### src/core/run_halt_regs.svh
// Constants and register map of the run/halt console control block.
// What this block does
// RTC tick divides clock by strapped divisor.
// RTC tick sets flag 4, status 2.
// Command 1710 disables, 1720 enables RTC.
// Power loss sets flag 5, status 7.
// Halted after power loss asserts machine reset.
// Machine reset held 200 ms at power-on.
// After power-on reset: run and restart interrupt in the same cycle.
// Machine reset clears microinstruction address register.
// Run lamp while running, halt lamp otherwise.
// Six selectors choose display; no selection shows zero.
// Panel select uses switches as command source.
// Control command copies four sense switches.
// Run switch enters continuous run mode.
// Step held forces run, sets status 7.
// Interrupt switch forces run, sets status 0.
// Clock switch executes one microcommand, then halts.
// Reset switch halts at once, resets everything.
// Save switch holds reset while on.
// Console switches synchronised and debounced first.
`ifndef RUN_HALT_REGS_SVH
`define RUN_HALT_REGS_SVH

`define CLK_KHZ 125000
`define PWRON_TIME_MS 200
`define DEBOUNCE_TIME_US 1000
`define RTC_DIV_W 13

`define CMD_RTC_OFF 16'h1710
`define CMD_RTC_ON 16'h1720
`define CMD_SENSE 16'h7010

`define ISTAT_CONSOLE 0
`define ISTAT_RTC 2
`define ISTAT_HALT 7

`define SW_RUN 0
`define SW_STEP 1
`define SW_INTR 2
`define SW_CLOCK 3
`define SW_RESET 4
`define SW_SAVE 5
`define SW_PANEL 6
`define SW_SENSE_LO 7
`define SW_DISP_LO 11
`define SW_CMD_LO 18
`define SW_COUNT 34

`define DISP_L 0
`define DISP_M 1
`define DISP_N 2
`define DISP_ROM_HI 3
`define DISP_ROM_LO 4
`define DISP_ABUS 5

`define REG_CTRL 8'h00
`define REG_STATE 8'h04
`define REG_IRQ_STAT 8'h08
`define REG_IRQ_CLR 8'h0c
`define REG_IRQ_EN 8'h10

`define CTRL_RTC_EN 0
`define EV_RTC 0
`define EV_PFAIL 1
`define EV_RESTART 2
`define EV_CONSOLE 3
`define EV_HALTED 4
`define EV_W 5

`define ST_FLD_LO 0
`define ST_MRESET 5
`define ST_PFAIL 6
`define ST_ISTAT_LO 8
`define ST_FLAG4 16
`define ST_FLAG5 17

`endif

### src/core/run_halt_pkg.sv
// Types shared by the run/halt console control block.
package run_halt_pkg;
	typedef enum logic [4:0] {
		ST_PWRON = 5'b00001,
		ST_HALT = 5'b00010,
		ST_RUN = 5'b00100,
		ST_SINGLE = 5'b01000,
		ST_STOP = 5'b10000
	} run_state_t;
endpackage

### src/core/run_halt_console_control.sv
// Processor run/halt, machine reset and console control with APB access.
//
// Implementation choices: the address map and register access over APB.
`timescale 1ns/100ps
`include "run_halt_regs.svh"
module run_halt_console_control
	import run_halt_pkg::*;
#(
	parameter int PWRON_CYCLES = `PWRON_TIME_MS * `CLK_KHZ,
	parameter int DEBOUNCE_CYCLES = `DEBOUNCE_TIME_US * `CLK_KHZ / 1000
) (
	input wire logic clk_sys_i,
	input wire logic rst_i,
	input wire logic ce_i,
	input wire logic psel_i,
	input wire logic penable_i,
	input wire logic pwrite_i,
	input wire logic [7:0] paddr_i,
	input wire logic [31:0] pwdata_i,
	output logic [31:0] prdata_o,
	output logic pready_o,
	output logic pslverr_o,
	output logic irq_o,
	input wire logic sw_run_i,
	input wire logic sw_step_i,
	input wire logic sw_intr_i,
	input wire logic sw_clock_i,
	input wire logic sw_reset_i,
	input wire logic sw_save_i,
	input wire logic sw_panel_i,
	input wire logic [3:0] sw_sense_i,
	input wire logic [6:0] sw_display_i,
	input wire logic [15:0] sw_cmd_i,
	input wire logic power_fail_i,
	input wire logic [`RTC_DIV_W-1:0] rtc_div_i,
	input wire logic [15:0] rom_data_i,
	input wire logic [15:0] cmd_reg_i,
	input wire logic [11:0] l_reg_i,
	input wire logic [7:0] m_reg_i,
	input wire logic [7:0] n_reg_i,
	input wire logic [7:0] abus_i,
	input wire logic exec_valid_i,
	input wire logic [15:0] exec_cmd_i,
	input wire logic cmd_done_i,
	input wire logic halt_req_i,
	input wire logic [7:0] istat_ack_i,
	input wire logic [1:0] flag_ack_i,
	output logic run_o,
	output logic run_lamp_o,
	output logic halt_lamp_o,
	output logic machine_reset_o,
	output logic io_reset_o,
	output logic [15:0] cmd_o,
	output logic [11:0] display_o,
	output logic [7:0] istat_o,
	output logic flag_int_o,
	output logic flag_pf_o,
	output logic [3:0] sense_o,
	output logic sense_load_o
);
	localparam int PW_W = $clog2(PWRON_CYCLES + 1);
	localparam int DB_W = $clog2(DEBOUNCE_CYCLES + 1);
	localparam logic [PW_W-1:0] PW_MAX = PW_W'(PWRON_CYCLES - 1);
	localparam logic [DB_W-1:0] DB_MAX = DB_W'(DEBOUNCE_CYCLES - 1);

	if (PWRON_CYCLES < 2 || DEBOUNCE_CYCLES < 1) begin : g_check
		$error("Timing counts too small for the control logic.");
	end

	function automatic logic is_cmd(input logic [15:0] c,
		input logic [15:0] code);
		is_cmd = exec_valid_i && (c == code);
	endfunction

	function automatic logic hit(input logic [7:0] a,
		input logic [7:0] off);
		hit = (a == off);
	endfunction

	// Switch synchronisers and debouncers.
	logic [`SW_COUNT-1:0] sw_raw;
	logic [`SW_COUNT-1:0] swd;
	assign sw_raw = {sw_cmd_i, sw_display_i, sw_sense_i, sw_panel_i,
		sw_save_i, sw_reset_i, sw_clock_i, sw_intr_i, sw_step_i, sw_run_i};

	genvar g;
	for (g = 0; g < `SW_COUNT; g++) begin : g_db
		logic s1_reg;
		logic s2_reg;
		logic db_reg;
		logic db_next;
		logic [DB_W-1:0] cnt_reg;
		logic [DB_W-1:0] cnt_next;
		always_comb begin
			db_next = db_reg;
			cnt_next = cnt_reg;
			if (s2_reg == db_reg) begin
				cnt_next = '0;
			end else if (cnt_reg == DB_MAX) begin
				db_next = s2_reg;
				cnt_next = '0;
			end else begin
				cnt_next = cnt_reg + 1'b1;
			end
		end
		always_ff @(posedge clk_sys_i) begin
			if (rst_i) begin
				s1_reg <= 1'b0;
				s2_reg <= 1'b0;
				db_reg <= 1'b0;
				cnt_reg <= '0;
			end else if (ce_i) begin
				s1_reg <= sw_raw[g];
				s2_reg <= s1_reg;
				db_reg <= db_next;
				cnt_reg <= cnt_next;
			end
		end
		assign swd[g] = db_reg;
	end

	// Run state, interrupts and console outputs.
	run_state_t state_reg, state_next;
	logic [`SW_COUNT-1:0] swp_reg;
	logic [PW_W-1:0] pw_cnt_reg, pw_cnt_next;
	logic [`RTC_DIV_W-1:0] rtc_cnt_reg, rtc_cnt_next;
	logic rtc_en_reg, rtc_en_next;
	logic pf_seen_reg, pf_seen_next;
	logic pf_prev_reg;
	logic [7:0] istat_reg, istat_next;
	logic flag4_reg, flag4_next;
	logic flag5_reg, flag5_next;
	logic mreset_next;
	logic running_next;
	logic [11:0] disp_next;
	logic [15:0] cmd_next;
	logic rtc_tick;
	logic restart_ev;
	logic pf_ev;
	logic halted_ev;
	logic press_run, press_intr, press_clock;
	logic hold_step, hold_reset;
	logic [`EV_W-1:0] ev;

	logic [`EV_W-1:0] irq_stat_reg, irq_stat_next;
	logic [`EV_W-1:0] irq_en_reg, irq_en_next;
	logic irq_next;
	logic [31:0] prdata_next;
	logic pready_next;
	logic pslverr_next;
	logic wr_ctrl;
	logic [`EV_W-1:0] clr_bits;

	always_comb begin
		press_run = swd[`SW_RUN] && !swp_reg[`SW_RUN];
		press_intr = swd[`SW_INTR] && !swp_reg[`SW_INTR];
		press_clock = swd[`SW_CLOCK] && !swp_reg[`SW_CLOCK];
		hold_step = swd[`SW_STEP];
		hold_reset = swd[`SW_RESET] || swd[`SW_SAVE];
		state_next = state_reg;
		pw_cnt_next = pw_cnt_reg;
		restart_ev = 1'b0;
		unique case (state_reg)
			ST_PWRON: begin
				if (pw_cnt_reg == PW_MAX) begin
					state_next = ST_RUN;
					restart_ev = 1'b1;
				end else begin
					pw_cnt_next = pw_cnt_reg + 1'b1;
				end
			end
			ST_HALT: begin
				if (press_run || press_intr || hold_step) begin
					state_next = ST_RUN;
				end else if (press_clock) begin
					state_next = ST_SINGLE;
				end
			end
			ST_RUN: begin
				if (press_clock) begin
					state_next = ST_STOP;
				end else if (halt_req_i && !hold_step && !press_intr) begin
					state_next = ST_HALT;
				end
			end
			ST_SINGLE, ST_STOP: begin
				if (cmd_done_i) begin
					state_next = ST_HALT;
				end
			end
		endcase
		if (state_reg != ST_PWRON && hold_reset) begin
			state_next = ST_HALT;
		end
		running_next = (state_next != ST_HALT) && (state_next != ST_PWRON);
		halted_ev = (state_next == ST_HALT) && (state_reg != ST_HALT);

		pf_ev = power_fail_i && !pf_prev_reg;
		pf_seen_next = pf_seen_reg || power_fail_i;
		mreset_next = (state_next == ST_PWRON) || hold_reset
			|| (pf_seen_next && state_next == ST_HALT);

		rtc_en_next = rtc_en_reg;
		if (wr_ctrl) begin
			rtc_en_next = pwdata_i[`CTRL_RTC_EN];
		end
		if (is_cmd(exec_cmd_i, `CMD_RTC_OFF)) begin
			rtc_en_next = 1'b0;
		end else if (is_cmd(exec_cmd_i, `CMD_RTC_ON)) begin
			rtc_en_next = 1'b1;
		end
		rtc_tick = 1'b0;
		if (rtc_cnt_reg + 1'b1 >= rtc_div_i) begin
			rtc_cnt_next = '0;
			rtc_tick = rtc_en_reg;
		end else begin
			rtc_cnt_next = rtc_cnt_reg + 1'b1;
		end

		istat_next = istat_reg & ~istat_ack_i;
		flag4_next = flag4_reg && !flag_ack_i[0];
		flag5_next = flag5_reg && !flag_ack_i[1];
		if (rtc_tick) begin
			istat_next[`ISTAT_RTC] = 1'b1;
			flag4_next = 1'b1;
		end
		if (pf_ev || restart_ev) begin
			istat_next[`ISTAT_HALT] = 1'b1;
			flag5_next = 1'b1;
		end
		if (hold_step) begin
			istat_next[`ISTAT_HALT] = 1'b1;
		end
		if (press_intr) begin
			istat_next[`ISTAT_CONSOLE] = 1'b1;
		end

		if (swd[`SW_PANEL]) begin
			cmd_next = swd[`SW_CMD_LO +: 16];
		end else begin
			cmd_next = rom_data_i;
		end
		disp_next = '0;
		if (swd[`SW_DISP_LO + `DISP_L]) begin
			disp_next = l_reg_i;
		end else if (swd[`SW_DISP_LO + `DISP_M]) begin
			disp_next = {4'h0, m_reg_i};
		end else if (swd[`SW_DISP_LO + `DISP_N]) begin
			disp_next = {4'h0, n_reg_i};
		end else if (swd[`SW_DISP_LO + `DISP_ROM_HI]) begin
			disp_next = {4'h0, cmd_reg_i[15:8]};
		end else if (swd[`SW_DISP_LO + `DISP_ROM_LO]) begin
			disp_next = {4'h0, cmd_reg_i[7:0]};
		end else if (swd[`SW_DISP_LO + `DISP_ABUS]) begin
			disp_next = {4'h0, abus_i};
		end
		ev = '0;
		ev[`EV_RTC] = rtc_tick;
		ev[`EV_PFAIL] = pf_ev;
		ev[`EV_RESTART] = restart_ev;
		ev[`EV_CONSOLE] = press_intr;
		ev[`EV_HALTED] = halted_ev;
	end

	always_ff @(posedge clk_sys_i) begin
		if (rst_i) begin
			state_reg <= ST_PWRON;
			swp_reg <= '0;
			pw_cnt_reg <= '0;
			rtc_cnt_reg <= '0;
			rtc_en_reg <= 1'b1;
			pf_seen_reg <= 1'b0;
			pf_prev_reg <= 1'b0;
			istat_reg <= '0;
			flag4_reg <= 1'b0;
			flag5_reg <= 1'b0;
			run_o <= 1'b0;
			run_lamp_o <= 1'b0;
			halt_lamp_o <= 1'b1;
			machine_reset_o <= 1'b1;
			io_reset_o <= 1'b1;
			cmd_o <= '0;
			display_o <= '0;
			istat_o <= '0;
			flag_int_o <= 1'b0;
			flag_pf_o <= 1'b0;
			sense_o <= '0;
			sense_load_o <= 1'b0;
		end else if (ce_i) begin
			state_reg <= state_next;
			swp_reg <= swd;
			pw_cnt_reg <= pw_cnt_next;
			rtc_cnt_reg <= rtc_cnt_next;
			rtc_en_reg <= rtc_en_next;
			pf_seen_reg <= pf_seen_next;
			pf_prev_reg <= power_fail_i;
			istat_reg <= istat_next;
			flag4_reg <= flag4_next;
			flag5_reg <= flag5_next;
			run_o <= running_next;
			run_lamp_o <= running_next;
			halt_lamp_o <= !running_next;
			machine_reset_o <= mreset_next;
			io_reset_o <= mreset_next;
			cmd_o <= cmd_next;
			display_o <= disp_next;
			istat_o <= istat_next;
			flag_int_o <= flag4_next;
			flag_pf_o <= flag5_next;
			sense_o <= swd[`SW_SENSE_LO +: 4];
			sense_load_o <= is_cmd(exec_cmd_i, `CMD_SENSE);
		end
	end

	// APB slave and interrupt registers.
	always_comb begin
		wr_ctrl = psel_i && penable_i && !pready_o && pwrite_i
			&& hit(paddr_i, `REG_CTRL);
		clr_bits = '0;
		irq_en_next = irq_en_reg;
		prdata_next = '0;
		pslverr_next = 1'b0;
		pready_next = psel_i && penable_i && !pready_o;
		if (pready_next) begin
			if (hit(paddr_i, `REG_CTRL)) begin
				prdata_next[`CTRL_RTC_EN] = rtc_en_reg;
			end else if (hit(paddr_i, `REG_STATE)) begin
				prdata_next[`ST_FLD_LO +: 5] = state_reg;
				prdata_next[`ST_MRESET] = machine_reset_o;
				prdata_next[`ST_PFAIL] = pf_seen_reg;
				prdata_next[`ST_ISTAT_LO +: 8] = istat_reg;
				prdata_next[`ST_FLAG4] = flag4_reg;
				prdata_next[`ST_FLAG5] = flag5_reg;
				pslverr_next = pwrite_i;
			end else if (hit(paddr_i, `REG_IRQ_STAT)) begin
				prdata_next[`EV_W-1:0] = irq_stat_reg;
				pslverr_next = pwrite_i;
			end else if (hit(paddr_i, `REG_IRQ_CLR)) begin
				if (pwrite_i) begin
					clr_bits = pwdata_i[`EV_W-1:0];
				end
			end else if (hit(paddr_i, `REG_IRQ_EN)) begin
				prdata_next[`EV_W-1:0] = irq_en_reg;
				if (pwrite_i) begin
					irq_en_next = pwdata_i[`EV_W-1:0];
				end
			end else begin
				pslverr_next = 1'b1;
			end
		end
		irq_stat_next = (irq_stat_reg & ~clr_bits) | ev;
		irq_next = |(irq_stat_next & irq_en_next);
	end

	always_ff @(posedge clk_sys_i) begin
		if (rst_i) begin
			irq_stat_reg <= '0;
			irq_en_reg <= '0;
			irq_o <= 1'b0;
			prdata_o <= '0;
			pready_o <= 1'b0;
			pslverr_o <= 1'b0;
		end else if (ce_i) begin
			irq_stat_reg <= irq_stat_next;
			irq_en_reg <= irq_en_next;
			irq_o <= irq_next;
			prdata_o <= prdata_next;
			pready_o <= pready_next;
			pslverr_o <= pslverr_next;
		end
	end
endmodule

### config.mk
export PLATFORM = sky130hd
export DESIGN_NAME = run_halt_console_control
export DESIGN_NICKNAME = d
export VERILOG_FILES = /design/src/core/run_halt_pkg.sv /design/src/core/run_halt_console_control.sv
export VERILOG_INCLUDE_DIRS = /design/src /design/src/core
export SDC_FILE = /design/constraint.sdc
export NUM_CORES = 2
export LEC_CHECK = 0
export BUFFER_PORTS_ARGS = -buffer_cell sky130_fd_sc_hd__buf_2
export CAP_MARGIN = 20
export CORE_UTILIZATION = 63
export DETAILED_ROUTE_END_ITERATION = 16
export PLACE_DENSITY_LB_ADDON = 0.05
export SKIP_CTS_REPAIR_TIMING = 1
export SLEW_MARGIN = 10
export SYNTH_ARGS = -nofsm -noshare
export SYNTH_HDL_FRONTEND = slang
export SYNTH_SLANG_ARGS = --single-unit
### constraint.sdc
create_clock -name clk_sys_i -period 9.4 [get_ports clk_sys_i]
set_input_delay 1.41 -clock clk_sys_i [delete_from_list [all_inputs] [get_ports clk_sys_i]]
set_output_delay 1.41 -clock clk_sys_i [all_outputs]
set_load 0.1 [all_outputs]
==> summary.json <==
{
  "run_status": {
    "run_status": "complete, no violations"
  },
  "floorplan": {
    "die_outline_area_sq_um": 62000,
    "ios": 274,
    "vert_die_dim_um": 249,
    "die_w_um": 249,
    "placementRows": 90,
    "placeableCoreArea_sq_um": 60400,
    "initial_utilization_pct": 63.7
  },
  "timing": {
    "finalWorstSetupSlack_ns": 5.42,
    "timing_worst_slew_pin_value_ns": 1.06,
    "worst_clock_skew_ns": 0.0115,
    "setup-violations-final": 0,
    "timing.fmax_mhz": 251,
    "finalHoldViolations": 0,
    "timing.final.max_slew_violations": 0,
    "worst_slew_margin_pct": 29.0,
    "finalSetupTns_ns": 0,
    "unrepaired_setup_endpoints_after_global_routing": "false",
    "final.min_clock_period_ns": 3.98,
    "period_share_pct": 42.4
  },
  "global_routing": {
    "grt_use_total_pct": 27.3,
    "grt_max_degree": 204,
    "first_pass_grt_wire_length_um": 148000,
    "grt_overflow_total": 0,
    "initial_antenna_violation_count": 4,
    "number_of_global_route_vias_before_repair": 31300
  },
  "final_layout": {
    "nFillCells": 5024,
    "multi_input_area_sq_um": 21200,
    "nNetsFinal": 5136,
    "seq_area_sq_um": 15700,
    "area_growth_pct": 10.1,
    "flip_flop_count_of_the_largest_register_after_layout": 561,
    "post-route-util_pct": 70.1,
    "layout.cells.non_filler": 5745,
    "antennaDiodeCount": 0,
    "layout-drive-gt1-share_pct": 8.42
  },
  "critical_path": {
    "worst_ep_arrival_time_ns": 4.52,
    "most_prevalent_standard_cell_on_the_critical_path": "sky130_fd_sc_hd__a21oi_1",
    "master_of_the_slowest_instance_on_the_critical_path": "sky130_fd_sc_hd__nor2_1",
    "path_max_fanout": 14,
    "setup_slack_of_the_worst_register_to_register_path_ns": 5.42,
    "timing.critical_path.slowest_cell_delay_ns": 0.59,
    "criticalPathCategory": "reg -> reg",
    "worstPathCellList": "ha_1 > nand3_1 > nor3_1 > and3_1 > nand3_1 > xnor2_1 > ha_1 > a21oi_1 > o21ai_0 > a21oi_1 > o21ai_0 > buf_4 > nor2_1 > nand3b_1 > a21oi_1",
    "critical_path_required_ns": 9.94,
    "end_kind": "flip-flop",
    "crit_start_category": "flip-flop",
    "ff2ff_path_depth": 15
  },
  "drt": {
    "met1Wirelength_um": 41200,
    "detail_route.wl_per_cell_um": 15.1,
    "postRouteAntennaNets": 0,
    "met3WireLength_um": 4050,
    "drt-pass1-iter-count": 5,
    "dr_wl_met2_um": 40100,
    "num_vias": 34500,
    "finalWirelength_um": 86900,
    "remaining_drc_errors": 0,
    "route.detailed.vias_per_inst": 6.01,
    "dr.max_layer_used": "met5",
    "drt_iter0_drc": 2590
  },
  "cts": {
    "clockBufferDepth": 3,
    "clkSinkCount": 785,
    "tritoncts": "built",
    "h-tree-depth": 3,
    "cts_made_buffers": 82,
    "cts_root_buffer": "sky130_fd_sc_hd__clkbuf_16",
    "worstSkewPairLatency_ns": 0.63,
    "clkSlewWorstSetupHoldPaths_ns": 0.06
  },
  "power": {
    "internal_power_mw": 5.39,
    "pwr_density_cell_nw_per_um2": 167,
    "clkPwrFrac_pct": 46.6,
    "p_leak_nw": 15.4,
    "peak_ir_drop_on_the_vdd_network_uv": 141,
    "power.switching_fraction_pct": 23.6,
    "share_comb_of_total_power_pct": 5.5,
    "seqPwrFrac_pct": 47.9,
    "total_power_of_the_final_layout_mw": 7.06,
    "power_switching_mw": 1.67
  },
  "place": {
    "numPortBuffers": 230,
    "dp_cells": 5594,
    "detailedPlacementHpwl_um": 54400,
    "finalWeightedCongestion": 0.851,
    "dp_worst_setup_slack_ns": 4.78
  },
  "yosys": {
    "synth_top_area_cell": "sky130_fd_sc_hd__dfxtp_1",
    "yosys.area.top_type_share_pct": 40.9,
    "post_syn_area_per_cell_sq_um": 7.92,
    "ys_warn_count": 0,
    "ys_async_sr_fraction_pct": 0,
    "yosys_register_bits": 785,
    "share_of_the_yosys_chip_area_belonging_to_registers_pct": 40.9,
    "synthTopCellsByCount": "sky130_fd_sc_hd__nor2_1, sky130_fd_sc_hd__dfxtp_1, sky130_fd_sc_hd__nand2_1",
    "syn-instance-count": 4852,
    "netlist-cell-type-count": 78,
    "most_common_cell_in_the_netlist": "sky130_fd_sc_hd__nor2_1",
    "synth.cell_area_sq_um": 38400,
    "dominantRegCellSynth": "sky130_fd_sc_hd__dfxtp_1",
    "synth.area.top_cells": "sky130_fd_sc_hd__dfxtp_1, sky130_fd_sc_hd__nor2_1, sky130_fd_sc_hd__a21oi_1, sky130_fd_sc_hd__nand2_1, sky130_fd_sc_hd__o21ai_0",
    "synth_edf_count": 0
  },
  "min_path": {
    "min_delay_path_depth": 1,
    "hold_path_class": "reg -> reg"
  },
  "flow_run": {
    "max-cap-violations": 0
  }
}
-- layout by cell type, fill, tap and decap left out, types with 131 or more instances in the layout --
master,count
sky130_fd_sc_hd__buf_2,228
sky130_fd_sc_hd__mux2i_1,137
sky130_fd_sc_hd__o21ai_0,276
sky130_fd_sc_hd__nand2_1,399
sky130_fd_sc_hd__nor2_1,886
sky130_fd_sc_hd__nor3_1,149
sky130_fd_sc_hd__xor2_1,131
sky130_fd_sc_hd__a21oi_1,309
sky130_fd_sc_hd__nand3_1,245
sky130_fd_sc_hd__dfxtp_1,784
-- through the flow --
step                      hold WS [ns]  instance area, sq um
after global routing             0.474                 42300
after floorplan                  0.419                 38500
after CTS                        0.457                 42300
after global placement           0.446                 39500
after detailed placement         0.449                 39500
final                            0.453                 42300
-- final timing paths --
| path | start | endpoint |
|---|---|---|
| max | rtc_cnt_reg[0] | rtc_cnt_reg[7] |
| min | g_db[23].cnt_reg[16] | g_db[23].cnt_reg[16] |
| max reg2reg | rtc_cnt_reg[0] | rtc_cnt_reg[7] |
| min reg2reg | g_db[23].cnt_reg[16] | g_db[23].cnt_reg[16] |
-- layout make-up --
cell class	instances	area share (%)
multi-input combinational	3703	50.1
sequential	785	37.1
clock buffer	113	5.69
timing repair buffer	246	3.20
tap	782	2.31
clock inverter	37	0.851
inverter	79	0.712
-- routing by layer --
metal | vias to the layer above | GRT usage (%)
met5 | - | 0
met4 | 4 | 6.84
met3 | 120 | 4.14
met2 | 738 | 45.5
met1 | 16200 | 37.0
li1 | 17500 | -
-- power by group through the flow --
stage,logic [mW],clock network (mW),registers [mW]
2_1_floorplan,0.237,0,3.51
4_1_cts,0.388,3.36,3.38
5_1_grt,0.423,3.49,3.38
3_5_place_dp,0.387,0,3.45
3_3_place_gp,0.381,0,3.45
6_report,0.389,3.29,3.38
-- cell families after synthesis --
family | Yosys count | share of synthesized area, %
AO/OA/AOI/OAI | 1018 | 16.6
buffers and inverters | 378 | 4.08
AND/OR/NAND/NOR | 2281 | 28.7
adder cells (fa/ha/maj) | 48 | 1.56
XOR/XNOR | 204 | 4.65
multiplexers | 137 | 3.57
flip-flops | 785 | 40.9
other | 1 | 0.00976
-- worst max-delay path: cells and delay by family, from the launching register on --
kind | cells | cell delay, ns
and+or+nand+nor | 6 | 1.84
DFF | 1 | 0.43
AOI/OAI and AO/OA | 5 | 0.65
adders and majority gates | 2 | 0.55
xor gates and xnor gates | 1 | 0.21
buffers and inverters | 1 | 0.20
No activity file was read; power rests on OpenSTA's default activity.
